$ cat src/core/rtc_pkg.sv
package rtc_pkg;
  // ==========================================================
  // command identifiers
  localparam logic [15:0] RTC_ID_RX_TEST = 16'h0807;
  localparam logic [15:0] RTC_ID_TX_TEST = 16'h0808;
  localparam logic [15:0] RTC_ID_TSTOP = 16'h0809;
  // ==========================================================
  // register byte offsets
  localparam logic [7:0] RTC_OFS_CMD = 8'h00;
  localparam logic [7:0] RTC_OFS_CFG = 8'h04;
  localparam logic [7:0] RTC_OFS_TRIG = 8'h08;
  localparam logic [7:0] RTC_OFS_SYNC = 8'h0C;
  localparam logic [7:0] RTC_OFS_TRANSMIT_WORD = 8'h10;
  localparam logic [7:0] RTC_OFS_ENDT = 8'h14;
  localparam logic [7:0] RTC_OFS_ABORT = 8'h18;
  localparam logic [7:0] RTC_OFS_STATUS = 8'h1C;
  localparam logic [7:0] RTC_OFS_RESULT = 8'h20;
  localparam logic [7:0] RTC_OFS_IRQ_STAT = 8'h24;
  localparam logic [7:0] RTC_OFS_IRQ_MASK = 8'h28;
  localparam logic [7:0] RTC_OFS_TIMER = 8'h2C;
  // ==========================================================
  // configuration byte fields
  localparam int RTC_CFG_CW = 0;
  localparam int RTC_CFG_SYNTH_OFF = 1;
  localparam int RTC_CFG_NOSYNC = 2;
  localparam int RTC_CFG_WHITEN_LO = 2;
  // whitening selector values
  localparam logic [1:0] RTC_WH_NONE = 2'h0;
  localparam logic [1:0] RTC_WH_MODE = 2'h1;
  localparam logic [1:0] RTC_WH_PRBS15 = 2'h2;
  localparam logic [1:0] RTC_WH_PRBS31 = 2'h3;
  localparam logic [31:0] RTC_PRBS_SEED = 32'hAAAA0000;
  // end trigger classifier values
  localparam logic [7:0] RTC_TRIG_AT_TIME = 8'h01;
  // ==========================================================
  // idle, active and end status codes
  localparam logic [15:0] RTC_ST_IDLE = 16'h0000;
  localparam logic [15:0] RTC_ST_ACTIVE = 16'h0001;
  localparam logic [15:0] RTC_ST_DONE_OK = 16'h0400;
  localparam logic [15:0] RTC_ST_DONE_ABORT = 16'h0401;
  localparam logic [15:0] RTC_ST_ERR_CMD = 16'h0800;
  // interrupt status bits
  localparam int RTC_IRQ_DONE = 0;
  localparam int RTC_IRQ_ABORT = 1;
  localparam int RTC_IRQ_ERR = 2;
  localparam logic [2:0] RTC_IRQ_RST = 3'h0;
  // ==========================================================
  // timing and serializer
  localparam int RTC_CLK_HZ = 10000000;
  localparam int RTC_BIT_NS = 1000;
  localparam int RTC_BIT_DIV = RTC_BIT_NS * (RTC_CLK_HZ / 1000000) / 1000;
  localparam logic [5:0] RTC_PREAMBLE_BITS = 6'h20;
  localparam logic [31:0] RTC_PREAMBLE = 32'hAAAAAAAA;
  localparam logic [5:0] RTC_WORD_BITS = 6'h10;
  // ==========================================================
  typedef enum logic [4:0] {
    RTC_S_IDLE = 5'h01,
    RTC_S_RX = 5'h02,
    RTC_S_TX = 5'h04,
    RTC_S_TSTOP = 5'h08,
    RTC_S_FINISH = 5'h10
  } rtc_state_type;
  typedef enum logic [2:0] {
    RTC_P_PRE = 3'h1,
    RTC_P_SYNC = 3'h2,
    RTC_P_DATA = 3'h4
  } rtc_phase_type;
endpackage
$ cat src/core/rtc_core.sv
// Added by the designer: the address map and the AHB-Lite interface to the registers.
`timescale 1ns/10ps
module rtc_core
  import rtc_pkg::*;
(
  input wire logic clock,
  input wire logic rst_n,
  input wire logic hsel,
  input wire logic [31:0] haddr,
  input wire logic [1:0] htrans,
  input wire logic hwrite,
  input wire logic [2:0] hsize,
  input wire logic [31:0] hwdata,
  input wire logic hready,
  output logic [31:0] hrdata,
  output logic hreadyout,
  output logic hresp,
  input wire logic rtc_tick,
  input wire logic [31:0] rtc_value,
  input wire logic [5:0] sync_len_cfg,
  input wire logic mode_whiten_en,
  input wire logic [31:0] mode_whiten_init,
  output logic rx_en,
  output logic [31:0] rx_sync_pattern,
  output logic sync_thresh_max,
  output logic tx_en,
  output logic tx_carrier_only,
  output logic tx_data,
  output logic tx_bit_strobe,
  output logic synth_stop,
  output logic irq
);
  // ==========================================================
  // reset release
  logic rst_a_ff, rst_b_ff, rst_ok_n;
  always_ff @(posedge clock or negedge rst_n) begin
    if (!rst_n) begin
      rst_a_ff <= 1'b0;
      rst_b_ff <= 1'b0;
    end else begin
      rst_a_ff <= 1'b1;
      rst_b_ff <= rst_a_ff;
    end
  end
  assign rst_ok_n = rst_b_ff;

  // ==========================================================
  // registers and state
  rtc_state_type state_ff;
  rtc_phase_type phase_ff;
  logic [7:0] cfg_ff, trig_ff;
  logic [31:0] sync_ff, endt_ff, result_ff, timer_ff, prbs_ff;
  logic [15:0] transmit_word_ff, status_ff;
  logic [2:0] irq_stat_ff, irq_mask_ff, irq_set;
  logic timer_run_ff, wr_pend_ff, rd_stat_clr;
  logic [7:0] wr_addr_ff;
  logic [31:0] hrdata_ff;
  logic rx_en_ff, thresh_ff, tx_en_ff, cw_ff, tx_data_ff, strobe_ff, synth_stop_ff, irq_ff;
  logic tick_a_ff, tick_b_ff, tick_c_ff, tick_rise;
  logic [31:0] rtcv_a_ff, rtcv_b_ff;
  logic [3:0] div_ff;
  logic bit_en;
  logic [5:0] bit_cnt_ff;
  logic [1:0] wmode_ff;

  // ==========================================================
  // bus slave, zero wait states, read data registered in address phase
  logic acc;
  assign acc = hsel && htrans[1] && hready;

  function automatic logic [31:0] rd_mux(input logic [7:0] a);
    if (a == RTC_OFS_CFG) rd_mux = {24'h000000, cfg_ff};
    else if (a == RTC_OFS_TRIG) rd_mux = {24'h000000, trig_ff};
    else if (a == RTC_OFS_SYNC) rd_mux = sync_ff;
    else if (a == RTC_OFS_TRANSMIT_WORD) rd_mux = {16'h0000, transmit_word_ff};
    else if (a == RTC_OFS_ENDT) rd_mux = endt_ff;
    else if (a == RTC_OFS_STATUS) rd_mux = {11'h000, state_ff, status_ff};
    else if (a == RTC_OFS_RESULT) rd_mux = result_ff;
    else if (a == RTC_OFS_IRQ_STAT) rd_mux = {29'h0000000, irq_stat_ff};
    else if (a == RTC_OFS_IRQ_MASK) rd_mux = {29'h0000000, irq_mask_ff};
    else if (a == RTC_OFS_TIMER) rd_mux = timer_ff;
    else rd_mux = 32'h00000000;
  endfunction

  always_ff @(posedge clock or negedge rst_ok_n) begin
    if (!rst_ok_n) begin
      wr_pend_ff <= 1'b0;
      wr_addr_ff <= 8'h00;
      hrdata_ff <= 32'h00000000;
    end else begin
      wr_pend_ff <= acc && hwrite;
      if (acc) begin
        wr_addr_ff <= haddr[7:0];
      end
      if (acc && !hwrite) begin
        hrdata_ff <= (haddr[31:8] == 24'h000000) ? rd_mux(haddr[7:0]) : 32'h00000000;
      end
    end
  end
  assign rd_stat_clr = acc && !hwrite && (haddr[31:8] == 24'h000000)
    && (haddr[7:0] == RTC_OFS_IRQ_STAT);

  logic wr_cmd, wr_abort;
  assign wr_cmd = wr_pend_ff && (wr_addr_ff == RTC_OFS_CMD);
  assign wr_abort = wr_pend_ff && (wr_addr_ff == RTC_OFS_ABORT);

  // parameters other than the interrupt mask are frozen while a command runs
  always_ff @(posedge clock or negedge rst_ok_n) begin
    if (!rst_ok_n) begin
      cfg_ff <= 8'h00;
      trig_ff <= 8'h00;
      sync_ff <= 32'h00000000;
      transmit_word_ff <= 16'h0000;
      endt_ff <= 32'h00000000;
      irq_mask_ff <= RTC_IRQ_RST;
    end else if (wr_pend_ff) begin
      if (wr_addr_ff == RTC_OFS_IRQ_MASK) irq_mask_ff <= hwdata[2:0];
      else if (state_ff == RTC_S_IDLE) begin
        if (wr_addr_ff == RTC_OFS_CFG) cfg_ff <= hwdata[7:0];
        else if (wr_addr_ff == RTC_OFS_TRIG) trig_ff <= hwdata[7:0];
        else if (wr_addr_ff == RTC_OFS_SYNC) sync_ff <= hwdata;
        else if (wr_addr_ff == RTC_OFS_TRANSMIT_WORD) transmit_word_ff <= hwdata[15:0];
        else if (wr_addr_ff == RTC_OFS_ENDT) endt_ff <= hwdata;
      end
    end
  end

  // ==========================================================
  // clock tick and value synchronisers
  always_ff @(posedge clock or negedge rst_ok_n) begin
    if (!rst_ok_n) begin
      tick_a_ff <= 1'b0;
      tick_b_ff <= 1'b0;
      tick_c_ff <= 1'b0;
      rtcv_a_ff <= 32'h00000000;
      rtcv_b_ff <= 32'h00000000;
    end else begin
      tick_a_ff <= rtc_tick;
      tick_b_ff <= tick_a_ff;
      tick_c_ff <= tick_b_ff;
      rtcv_a_ff <= rtc_value;
      rtcv_b_ff <= rtcv_a_ff;
    end
  end
  // value is stable around a tick, so word-wise sampling is safe there
  assign tick_rise = tick_b_ff && !tick_c_ff;

  // ==========================================================
  // end condition
  logic at_end;
  assign at_end = (trig_ff == RTC_TRIG_AT_TIME) && (timer_ff == endt_ff);

  // ==========================================================
  // command sequencer
  always_ff @(posedge clock or negedge rst_ok_n) begin
    if (!rst_ok_n) begin
      state_ff <= RTC_S_IDLE;
      status_ff <= RTC_ST_IDLE;
      irq_set <= 3'h0;
      synth_stop_ff <= 1'b0;
      wmode_ff <= RTC_WH_NONE;
    end else begin
      irq_set <= 3'h0;
      synth_stop_ff <= 1'b0;
      case (state_ff)
        RTC_S_IDLE: begin
          if (wr_cmd) begin
            wmode_ff <= cfg_ff[RTC_CFG_WHITEN_LO +: 2];
            if (hwdata[15:0] == RTC_ID_RX_TEST) begin
              state_ff <= RTC_S_RX;
              status_ff <= RTC_ST_ACTIVE;
            end else if (hwdata[15:0] == RTC_ID_TX_TEST) begin
              state_ff <= RTC_S_TX;
              status_ff <= RTC_ST_ACTIVE;
            end else if (hwdata[15:0] == RTC_ID_TSTOP) begin
              state_ff <= RTC_S_TSTOP;
              status_ff <= RTC_ST_ACTIVE;
            end else begin
              status_ff <= RTC_ST_ERR_CMD;
              irq_set[RTC_IRQ_ERR] <= 1'b1;
            end
          end
        end
        RTC_S_RX, RTC_S_TX: begin
          if (wr_abort || at_end) begin
            state_ff <= RTC_S_FINISH;
            status_ff <= wr_abort ? RTC_ST_DONE_ABORT : RTC_ST_DONE_OK;
            synth_stop_ff <= cfg_ff[RTC_CFG_SYNTH_OFF];
          end
        end
        RTC_S_TSTOP: begin
          if (wr_abort) begin
            state_ff <= RTC_S_FINISH;
            status_ff <= RTC_ST_DONE_ABORT;
          end else if (tick_rise) begin
            state_ff <= RTC_S_FINISH;
            status_ff <= RTC_ST_DONE_OK;
          end
        end
        RTC_S_FINISH: begin
          state_ff <= RTC_S_IDLE;
          irq_set[RTC_IRQ_DONE] <= 1'b1;
          irq_set[RTC_IRQ_ABORT] <= (status_ff == RTC_ST_DONE_ABORT);
        end
        default: state_ff <= RTC_S_IDLE;
      endcase
    end
  end

  // ==========================================================
  // radio timer; only the stop path exists, the timer restarts only at reset
  always_ff @(posedge clock or negedge rst_ok_n) begin
    if (!rst_ok_n) begin
      timer_ff <= 32'h00000000;
      timer_run_ff <= 1'b1;
      result_ff <= 32'h00000000;
    end else begin
      if (timer_run_ff) timer_ff <= timer_ff + 32'h00000001;
      if (state_ff == RTC_S_TSTOP && !wr_abort && tick_rise) begin
        timer_run_ff <= 1'b0;
        result_ff <= timer_ff - rtcv_b_ff;
      end
    end
  end

  // ==========================================================
  // receiver control
  always_ff @(posedge clock or negedge rst_ok_n) begin
    if (!rst_ok_n) begin
      rx_en_ff <= 1'b0;
      thresh_ff <= 1'b0;
    end else begin
      rx_en_ff <= (state_ff == RTC_S_IDLE) ? (wr_cmd && hwdata[15:0] == RTC_ID_RX_TEST)
        : (rx_en_ff && !(wr_abort || at_end));
      thresh_ff <= (state_ff == RTC_S_IDLE)
        ? (wr_cmd && hwdata[15:0] == RTC_ID_RX_TEST && cfg_ff[RTC_CFG_NOSYNC])
        : (thresh_ff && !(wr_abort || at_end));
    end
  end

  // ==========================================================
  // bit rate divider
  always_ff @(posedge clock or negedge rst_ok_n) begin
    if (!rst_ok_n) div_ff <= 4'h0;
    else if (!tx_en_ff || div_ff == 4'(RTC_BIT_DIV - 1)) div_ff <= 4'h0;
    else div_ff <= div_ff + 4'h1;
  end
  assign bit_en = tx_en_ff && (div_ff == 4'(RTC_BIT_DIV - 1));

  // ==========================================================
  // transmitter: preamble, sync, then whitened payload
  logic fb15, fb31, raw_bit, wh_bit, tx_start;
  assign fb15 = prbs_ff[31] ^ prbs_ff[30];
  assign fb31 = prbs_ff[31] ^ prbs_ff[21] ^ prbs_ff[1] ^ prbs_ff[0];
  assign tx_start = (state_ff == RTC_S_IDLE) && wr_cmd && (hwdata[15:0] == RTC_ID_TX_TEST);
  assign raw_bit = transmit_word_ff[4'(RTC_WORD_BITS - 6'h01 - bit_cnt_ff)];

  always_comb begin
    case (wmode_ff)
      RTC_WH_PRBS15: wh_bit = raw_bit ^ fb15;
      RTC_WH_PRBS31: wh_bit = raw_bit ^ fb31;
      RTC_WH_MODE: wh_bit = raw_bit ^ (mode_whiten_en & fb15);
      default: wh_bit = raw_bit;
    endcase
  end

  always_ff @(posedge clock or negedge rst_ok_n) begin
    if (!rst_ok_n) begin
      tx_en_ff <= 1'b0;
      cw_ff <= 1'b0;
      phase_ff <= RTC_P_PRE;
      bit_cnt_ff <= 6'h00;
      prbs_ff <= 32'h00000000;
      tx_data_ff <= 1'b0;
      strobe_ff <= 1'b0;
    end else begin
      strobe_ff <= bit_en && !cw_ff;
      if (tx_start) begin
        tx_en_ff <= 1'b1;
        cw_ff <= cfg_ff[RTC_CFG_CW];
        phase_ff <= RTC_P_PRE;
        bit_cnt_ff <= 6'h00;
        prbs_ff <= (cfg_ff[RTC_CFG_WHITEN_LO +: 2] == RTC_WH_MODE)
          ? mode_whiten_init : RTC_PRBS_SEED;
        tx_data_ff <= 1'b0;
      end else if (tx_en_ff && (wr_abort || at_end)) begin
        tx_en_ff <= 1'b0;
        tx_data_ff <= 1'b0;
      end else if (bit_en && !cw_ff) begin
        case (phase_ff)
          RTC_P_PRE: begin
            tx_data_ff <= RTC_PREAMBLE[5'(6'h1F - bit_cnt_ff)];
            bit_cnt_ff <= bit_cnt_ff + 6'h01;
            if (bit_cnt_ff == RTC_PREAMBLE_BITS - 6'h01) begin
              phase_ff <= RTC_P_SYNC;
              bit_cnt_ff <= 6'h00;
            end
          end
          RTC_P_SYNC: begin
            tx_data_ff <= sync_ff[5'(sync_len_cfg - 6'h01 - bit_cnt_ff)];
            bit_cnt_ff <= bit_cnt_ff + 6'h01;
            if (bit_cnt_ff == sync_len_cfg - 6'h01) begin
              phase_ff <= RTC_P_DATA;
              bit_cnt_ff <= 6'h00;
            end
          end
          default: begin
            tx_data_ff <= wh_bit;
            bit_cnt_ff <= (bit_cnt_ff == RTC_WORD_BITS - 6'h01) ? 6'h00 : bit_cnt_ff + 6'h01;
            if (wmode_ff == RTC_WH_PRBS31) prbs_ff <= {prbs_ff[30:0], fb31};
            else if (wmode_ff != RTC_WH_NONE) prbs_ff <= {prbs_ff[30:17], fb15, 17'h00000};
          end
        endcase
      end
    end
  end

  // ==========================================================
  // interrupts: set wins over read-clear
  always_ff @(posedge clock or negedge rst_ok_n) begin
    if (!rst_ok_n) begin
      irq_stat_ff <= RTC_IRQ_RST;
      irq_ff <= 1'b0;
    end else begin
      irq_stat_ff <= (rd_stat_clr ? 3'h0 : irq_stat_ff) | irq_set;
      irq_ff <= |(((rd_stat_clr ? 3'h0 : irq_stat_ff) | irq_set) & irq_mask_ff);
    end
  end

  assign hrdata = hrdata_ff;
  assign hreadyout = rst_ok_n;
  assign hresp = 1'b0;
  assign rx_en = rx_en_ff;
  assign rx_sync_pattern = sync_ff;
  assign sync_thresh_max = thresh_ff;
  assign tx_en = tx_en_ff;
  assign tx_carrier_only = cw_ff;
  assign tx_data = tx_data_ff;
  assign tx_bit_strobe = strobe_ff;
  assign synth_stop = synth_stop_ff;
  assign irq = irq_ff;

  // ==========================================================
  // checks
  property p_rx_start;
    @(posedge clock) disable iff (!rst_ok_n)
    (state_ff == RTC_S_IDLE && wr_cmd && hwdata[15:0] == RTC_ID_RX_TEST)
      |=> rx_en_ff && state_ff == RTC_S_RX;
  endproperty
  a_rx_start: assert property (p_rx_start) else $error("rx test did not start");

  property p_sync_prog;
    @(posedge clock) disable iff (!rst_ok_n)
    (rx_en_ff && $past(rx_en_ff)) |-> $stable(rx_sync_pattern);
  endproperty
  a_sync_prog: assert property (p_sync_prog) else $error("sync pattern wrong");

  property p_thresh_restore;
    @(posedge clock) disable iff (!rst_ok_n)
    thresh_ff == (rx_en_ff && cfg_ff[RTC_CFG_NOSYNC]);
  endproperty
  a_thresh_restore: assert property (p_thresh_restore) else $error("threshold wrong");

  property p_synth_off;
    @(posedge clock) disable iff (!rst_ok_n)
    ((state_ff == RTC_S_RX || state_ff == RTC_S_TX) && (wr_abort || at_end))
      |=> synth_stop_ff == cfg_ff[RTC_CFG_SYNTH_OFF] ##1 !synth_stop_ff;
  endproperty
  a_synth_off: assert property (p_synth_off) else $error("synth stop wrong");

  property p_end_time;
    @(posedge clock) disable iff (!rst_ok_n)
    (rx_en_ff && at_end) |=> !rx_en_ff ##1 state_ff == RTC_S_IDLE;
  endproperty
  a_end_time: assert property (p_end_time) else $error("rx did not end");

  property p_tx_start;
    @(posedge clock) disable iff (!rst_ok_n)
    tx_start |=> tx_en_ff && cw_ff == $past(cfg_ff[RTC_CFG_CW]);
  endproperty
  a_tx_start: assert property (p_tx_start) else $error("tx test did not start");

  property p_prbs_seed;
    @(posedge clock) disable iff (!rst_ok_n)
    (tx_start && cfg_ff[RTC_CFG_WHITEN_LO + 1]) |=> prbs_ff == RTC_PRBS_SEED;
  endproperty
  a_prbs_seed: assert property (p_prbs_seed) else $error("prbs seed wrong");

  property p_tx_abort;
    @(posedge clock) disable iff (!rst_ok_n)
    (tx_en_ff && wr_abort) |=> !tx_en_ff ##2 irq_stat_ff[RTC_IRQ_ABORT];
  endproperty
  a_tx_abort: assert property (p_tx_abort) else $error("abort ignored");

  property p_tstop;
    @(posedge clock) disable iff (!rst_ok_n)
    (state_ff == RTC_S_TSTOP && tick_rise && !wr_abort)
      |=> !timer_run_ff && result_ff == $past(timer_ff) - $past(rtcv_b_ff);
  endproperty
  a_tstop: assert property (p_tstop) else $error("timer stop wrong");

  property p_done_irq;
    @(posedge clock) disable iff (!rst_ok_n)
    state_ff == RTC_S_FINISH |=> irq_set[RTC_IRQ_DONE] ##1 irq_stat_ff[RTC_IRQ_DONE];
  endproperty
  a_done_irq: assert property (p_done_irq) else $error("done not flagged");

  c_rx_done: cover property (@(posedge clock) disable iff (!rst_ok_n) $fell(rx_en_ff));
  c_tx_data: cover property (@(posedge clock) disable iff (!rst_ok_n)
    tx_en_ff && phase_ff == RTC_P_DATA && bit_en);
  c_tstop: cover property (@(posedge clock) disable iff (!rst_ok_n) $fell(timer_run_ff));
endmodule

$ cat config.mk
export PLATFORM = sky130hd
export DESIGN_NAME = rtc_core
export DESIGN_NICKNAME = d
export VERILOG_FILES = /design/src/core/rtc_pkg.sv /design/src/core/rtc_core.sv
export SDC_FILE = /design/constraint.sdc
export NUM_CORES = 1
export LEC_CHECK = 0
export ABC_AREA = 1
export BUFFER_PORTS_ARGS = -buffer_cell sky130_fd_sc_hd__buf_2
export CELL_PAD_IN_SITES_DETAIL_PLACEMENT = 0
export CELL_PAD_IN_SITES_GLOBAL_PLACEMENT = 1
export CORE_AREA = 2 2 206 208
export CTS_BUF_LIST = sky130_fd_sc_hd__clkbuf_2 sky130_fd_sc_hd__clkbuf_4 sky130_fd_sc_hd__clkbuf_8
export CTS_CLUSTER_DIAMETER = 30
export DETAILED_ROUTE_END_ITERATION = 10
export DIE_AREA = 0 0 208 210
export GPL_TIMING_DRIVEN = 0
export PLACE_DENSITY_LB_ADDON = 0.25
export SLEW_MARGIN = 15
export SYNTH_ARGS = -nofsm -noshare
export SYNTH_HDL_FRONTEND = slang
export SYNTH_SLANG_ARGS = --single-unit
$ cat constraint.sdc
create_clock -name clock -period 13.3 [get_ports clock]
set_input_delay 1.995 -clock clock [delete_from_list [all_inputs] [get_ports clock]]
set_output_delay 1.995 -clock clock [all_outputs]
set_load 0.05 [all_outputs]
==> impl_results.md <==
* Run status: finished, final reports clean
* DR WL/cell at 18.9 µm
* Fin util at 0.544
* First-pass GRT wire length at 97,400 µm
* Nets@finish at 2,897
* Post-Synth XOR/XNOR Area at 0.0279
* Hold-fix buffers, CTS at 0
* Mux cell area share after synthesis at 0
* DIE AREA at 43,700 µm²
* Routability Congestion at 0.916
* CORE AREA at 41,500 µm²
* Drt first pass iters at 6
* Fill count at 4,061
* Seq cells post-synth at 343
* Fin crit period at 4.53 ns
* Post-layout instance area at 22,600 µm²
* Placed cell areas at 20,400 µm²
* Io pins at 220
* Yosys top cell by area: dfrtp_1
* CP Capture Type: output pin
* Synthesized Nets at 2,587
* IO buf count at 214
* Area grow syn2layout at 21.9%
* Pwr/cell area at 145 nW/µm²
* GRT Total Usage at 0.288
* CTS buffer count at 88
* CTS tree: built
* EDFF count, synth at 0
* Synth Area in Simple Gates at 0.278
* Unique masters post-synth at 54
* Area share of the largest cell type after synthesis at 0.459
* Worst Slack Setup Final at 8.77 ns
* R2r endpoint: tx_data
* Maximum vdd drop at 121 µV
* Crit share post-route at 0.340
* Routed wire length at 62,900 µm
* Worst clock skew at 0.0324 ns
* Crit path launch: hreadyout
* Worst rel slew slack at 0.420
* Final Non-Filler Cells at 3,320
* Top FF cell, synth: dfrtp_1
* Unrepaired setup endpoints after global routing: no
* CP endpoint: hreadyout
* Required @ worst endpoint at 11.31 ns
* Commonest non-fill, non-tap cell in the layout: nand2_1
* Max Root-Sink Buffers at 3
* Fmax at 0.221 GHz
* DRT antenna net count at 0
* Total number of vias at 17,700
* Leakage at 0.0119 µW
* Number of global-route vias before repair at 17,000
* Clk sinks at 343
* Largest net degree at the start of global routing at 65
* HPWL after DPL at 48,700 µm
* Critical Path Source Type: flip-flop
* Final setup vio count at 0
* R2r setup slk at 10.15 ns
* Sequential fraction of the synthesis area at 0.464
* Initial antenna violation count at 0
* Die W at 208 µm
* YS warnings at 0
* R2r worst-path depth at 15
* Root buffer cell: clkbuf_8
* Post-Synthesis Cell Area at 18,500 µm²
* Post-CTS Resized at 0
* Synth area leaders: dfrtp_1, nand2_1, o21ai_0
* Kind of critical path: flip-flop to output pin
* Site Rows at 75
* Final hold viol count at 0
* Antenna diodes at 0
* Commonest non-fill, non-tap cells in the layout: nand2_1, dfrtp_1, inv_1
* H-tree lvl count at 3
* Post-Synthesis Cells at 2,398
* Worst Hold Class: flip-flop to flip-flop
* Setup TNS at 0 ns
* Crit path max fanout at 52
* Max Cap Viol at 0
* Congestion Overflow GR at 0
* Worst-Skew Late Latency at 0.66 ns
* Pre-CTS WS at 8.58 ns
* Main combinational cell family by area after synthesis: simple AND/OR/NAND/NOR gates
* Detailed Route Iter0 Violations at 1,719
* Setup Fix Bufs, Post-CTS at 0
* Least-Margin Pin Slew at 0.866 ns
* Final Max Slew Viols at 0
* Die Span Y at 210 µm
* Clock-pin slew of the registers on the worst-case setup and hold paths at 0.06 ns
* Share of layout cells above drive strength 1 at 0.181
* Vias per inst at 5.33
* Critical path arrival at 2.53 ns
* Compound-Gate Fraction of Synth Area at 0.118
* Placed cells at 3,157
* Residual DRC at 0
* Initial core utilization at 0.447
* Asr flop ratio synth at 1.00
* Avg Synthesized Cell Area at 7.72 µm²
* R2R Path Start: bit_cnt_ff[0]
* Adder-Cell Fraction of Synth Area at 0.0299
-- cells by family (layout without fill, tap and decap cells) --
family	Yosys count	in the layout
AND/OR/NAND/NOR	1174	1174
AO/OA/AOI/OAI	405	405
buffers and inverters	372	755
flip-flops	343	343
XOR/XNOR	59	59
adder cells (fa/ha/maj)	43	43
other	2	2
-- metal layers --
layer	GRT usage	share of wire
met1	0.401	0.44
met2	0.448	0.45
met3	0.0678	0.086
met4	0.0844	0.023
met5	0	0
-- cells in the mapped netlist (3+ instances only) --
master / n
dfrtp_1: 340
or2_0: 4
o2111ai_1: 4
a21oi_1: 82
a221oi_1: 10
buf_6: 4
nor2_1: 161
or2_2: 8
clkbuf_1: 31
o22ai_1: 14
xor2_1: 49
nor4_2: 3
nand2_2: 9
a211oi_1: 6
inv_2: 15
nor2_2: 15
nor3_1: 25
nand3_1: 191
buf_4: 6
nand3b_1: 6
a21o_1: 6
o211ai_1: 8
nor3_2: 4
nand4_2: 3
nand3_2: 7
nor4_1: 10
o21bai_1: 9
a31oi_1: 3
inv_1: 283
ha_1: 41
o21ai_1: 20
xnor2_1: 10
nor2_4: 4
nand2_1: 678
buf_2: 27
o21ai_0: 237
dfstp_2: 3
nand2_4: 3
nand4_1: 36
-- metrics by stage --
| stage | total power (µW) | hold slack [ns] |
|---|---|---|
| finish | 3270 | 0.335 |
| floorplan | 1520 | 0.331 |
| global placement | 1680 | 0.332 |
| CTS | 3280 | 0.336 |
| detailed placement | 1690 | 0.335 |
| global route | 3410 | 0.338 |
-- area by class of cell --
type	count	area, µm²	area share
flip-flops and latches	343	8590	0.380
multi-input cells	1683	8420	0.373
clock buffers	118	1510	0.0669
repair buffers	220	1230	0.0544
inverters	300	1130	0.0499
well taps	539	674	0.0299
clock inverters	45	633	0.0280
plain buffers	72	397	0.0176
-- worst max-delay path, stage by stage (launching register included) --
cell and delay (ns):
dfrtp_4 0.87, buf_12 0.31, buf_16 0.27, buf_2 0.33
-- power breakdown --
group	switching [µW]	internal, µW
logic	336	158
registers	76.6	1120
clock network	569	1010
-- sequential cells by signal, summed over array words and instances, names as in the netlist, 4 cells and up --
register          flops
endt_ff              32
wr_addr_ff            8
hrdata               32
bit_cnt_ff            6
trig_ff               8
state_ff              5
rx_sync_pattern      32
div_ff                4
transmit_word_ff     16
timer_ff             32
rtcv_a_ff            32
cfg_ff                8
prbs_ff              32
rtcv_b_ff            32
result_ff            32
-- how the worst min path moves through the flow --
stage             startpoint            end  slack, ns  cells after the start
6_report       rtcv_a_ff[18]  rtcv_b_ff[18]       0.34                      0
5_1_grt         rtcv_a_ff[8]   rtcv_b_ff[8]       0.34                      0
4_1_cts        rtcv_a_ff[18]  rtcv_b_ff[18]       0.34                      0
3_5_place_dp   rtcv_a_ff[12]  rtcv_b_ff[12]       0.33                      0
3_3_place_gp   rtcv_a_ff[26]  rtcv_b_ff[26]       0.33                      0
2_1_floorplan       rst_a_ff      hreadyout       0.33                      0
No activity file was read; power rests on OpenSTA's default activity.
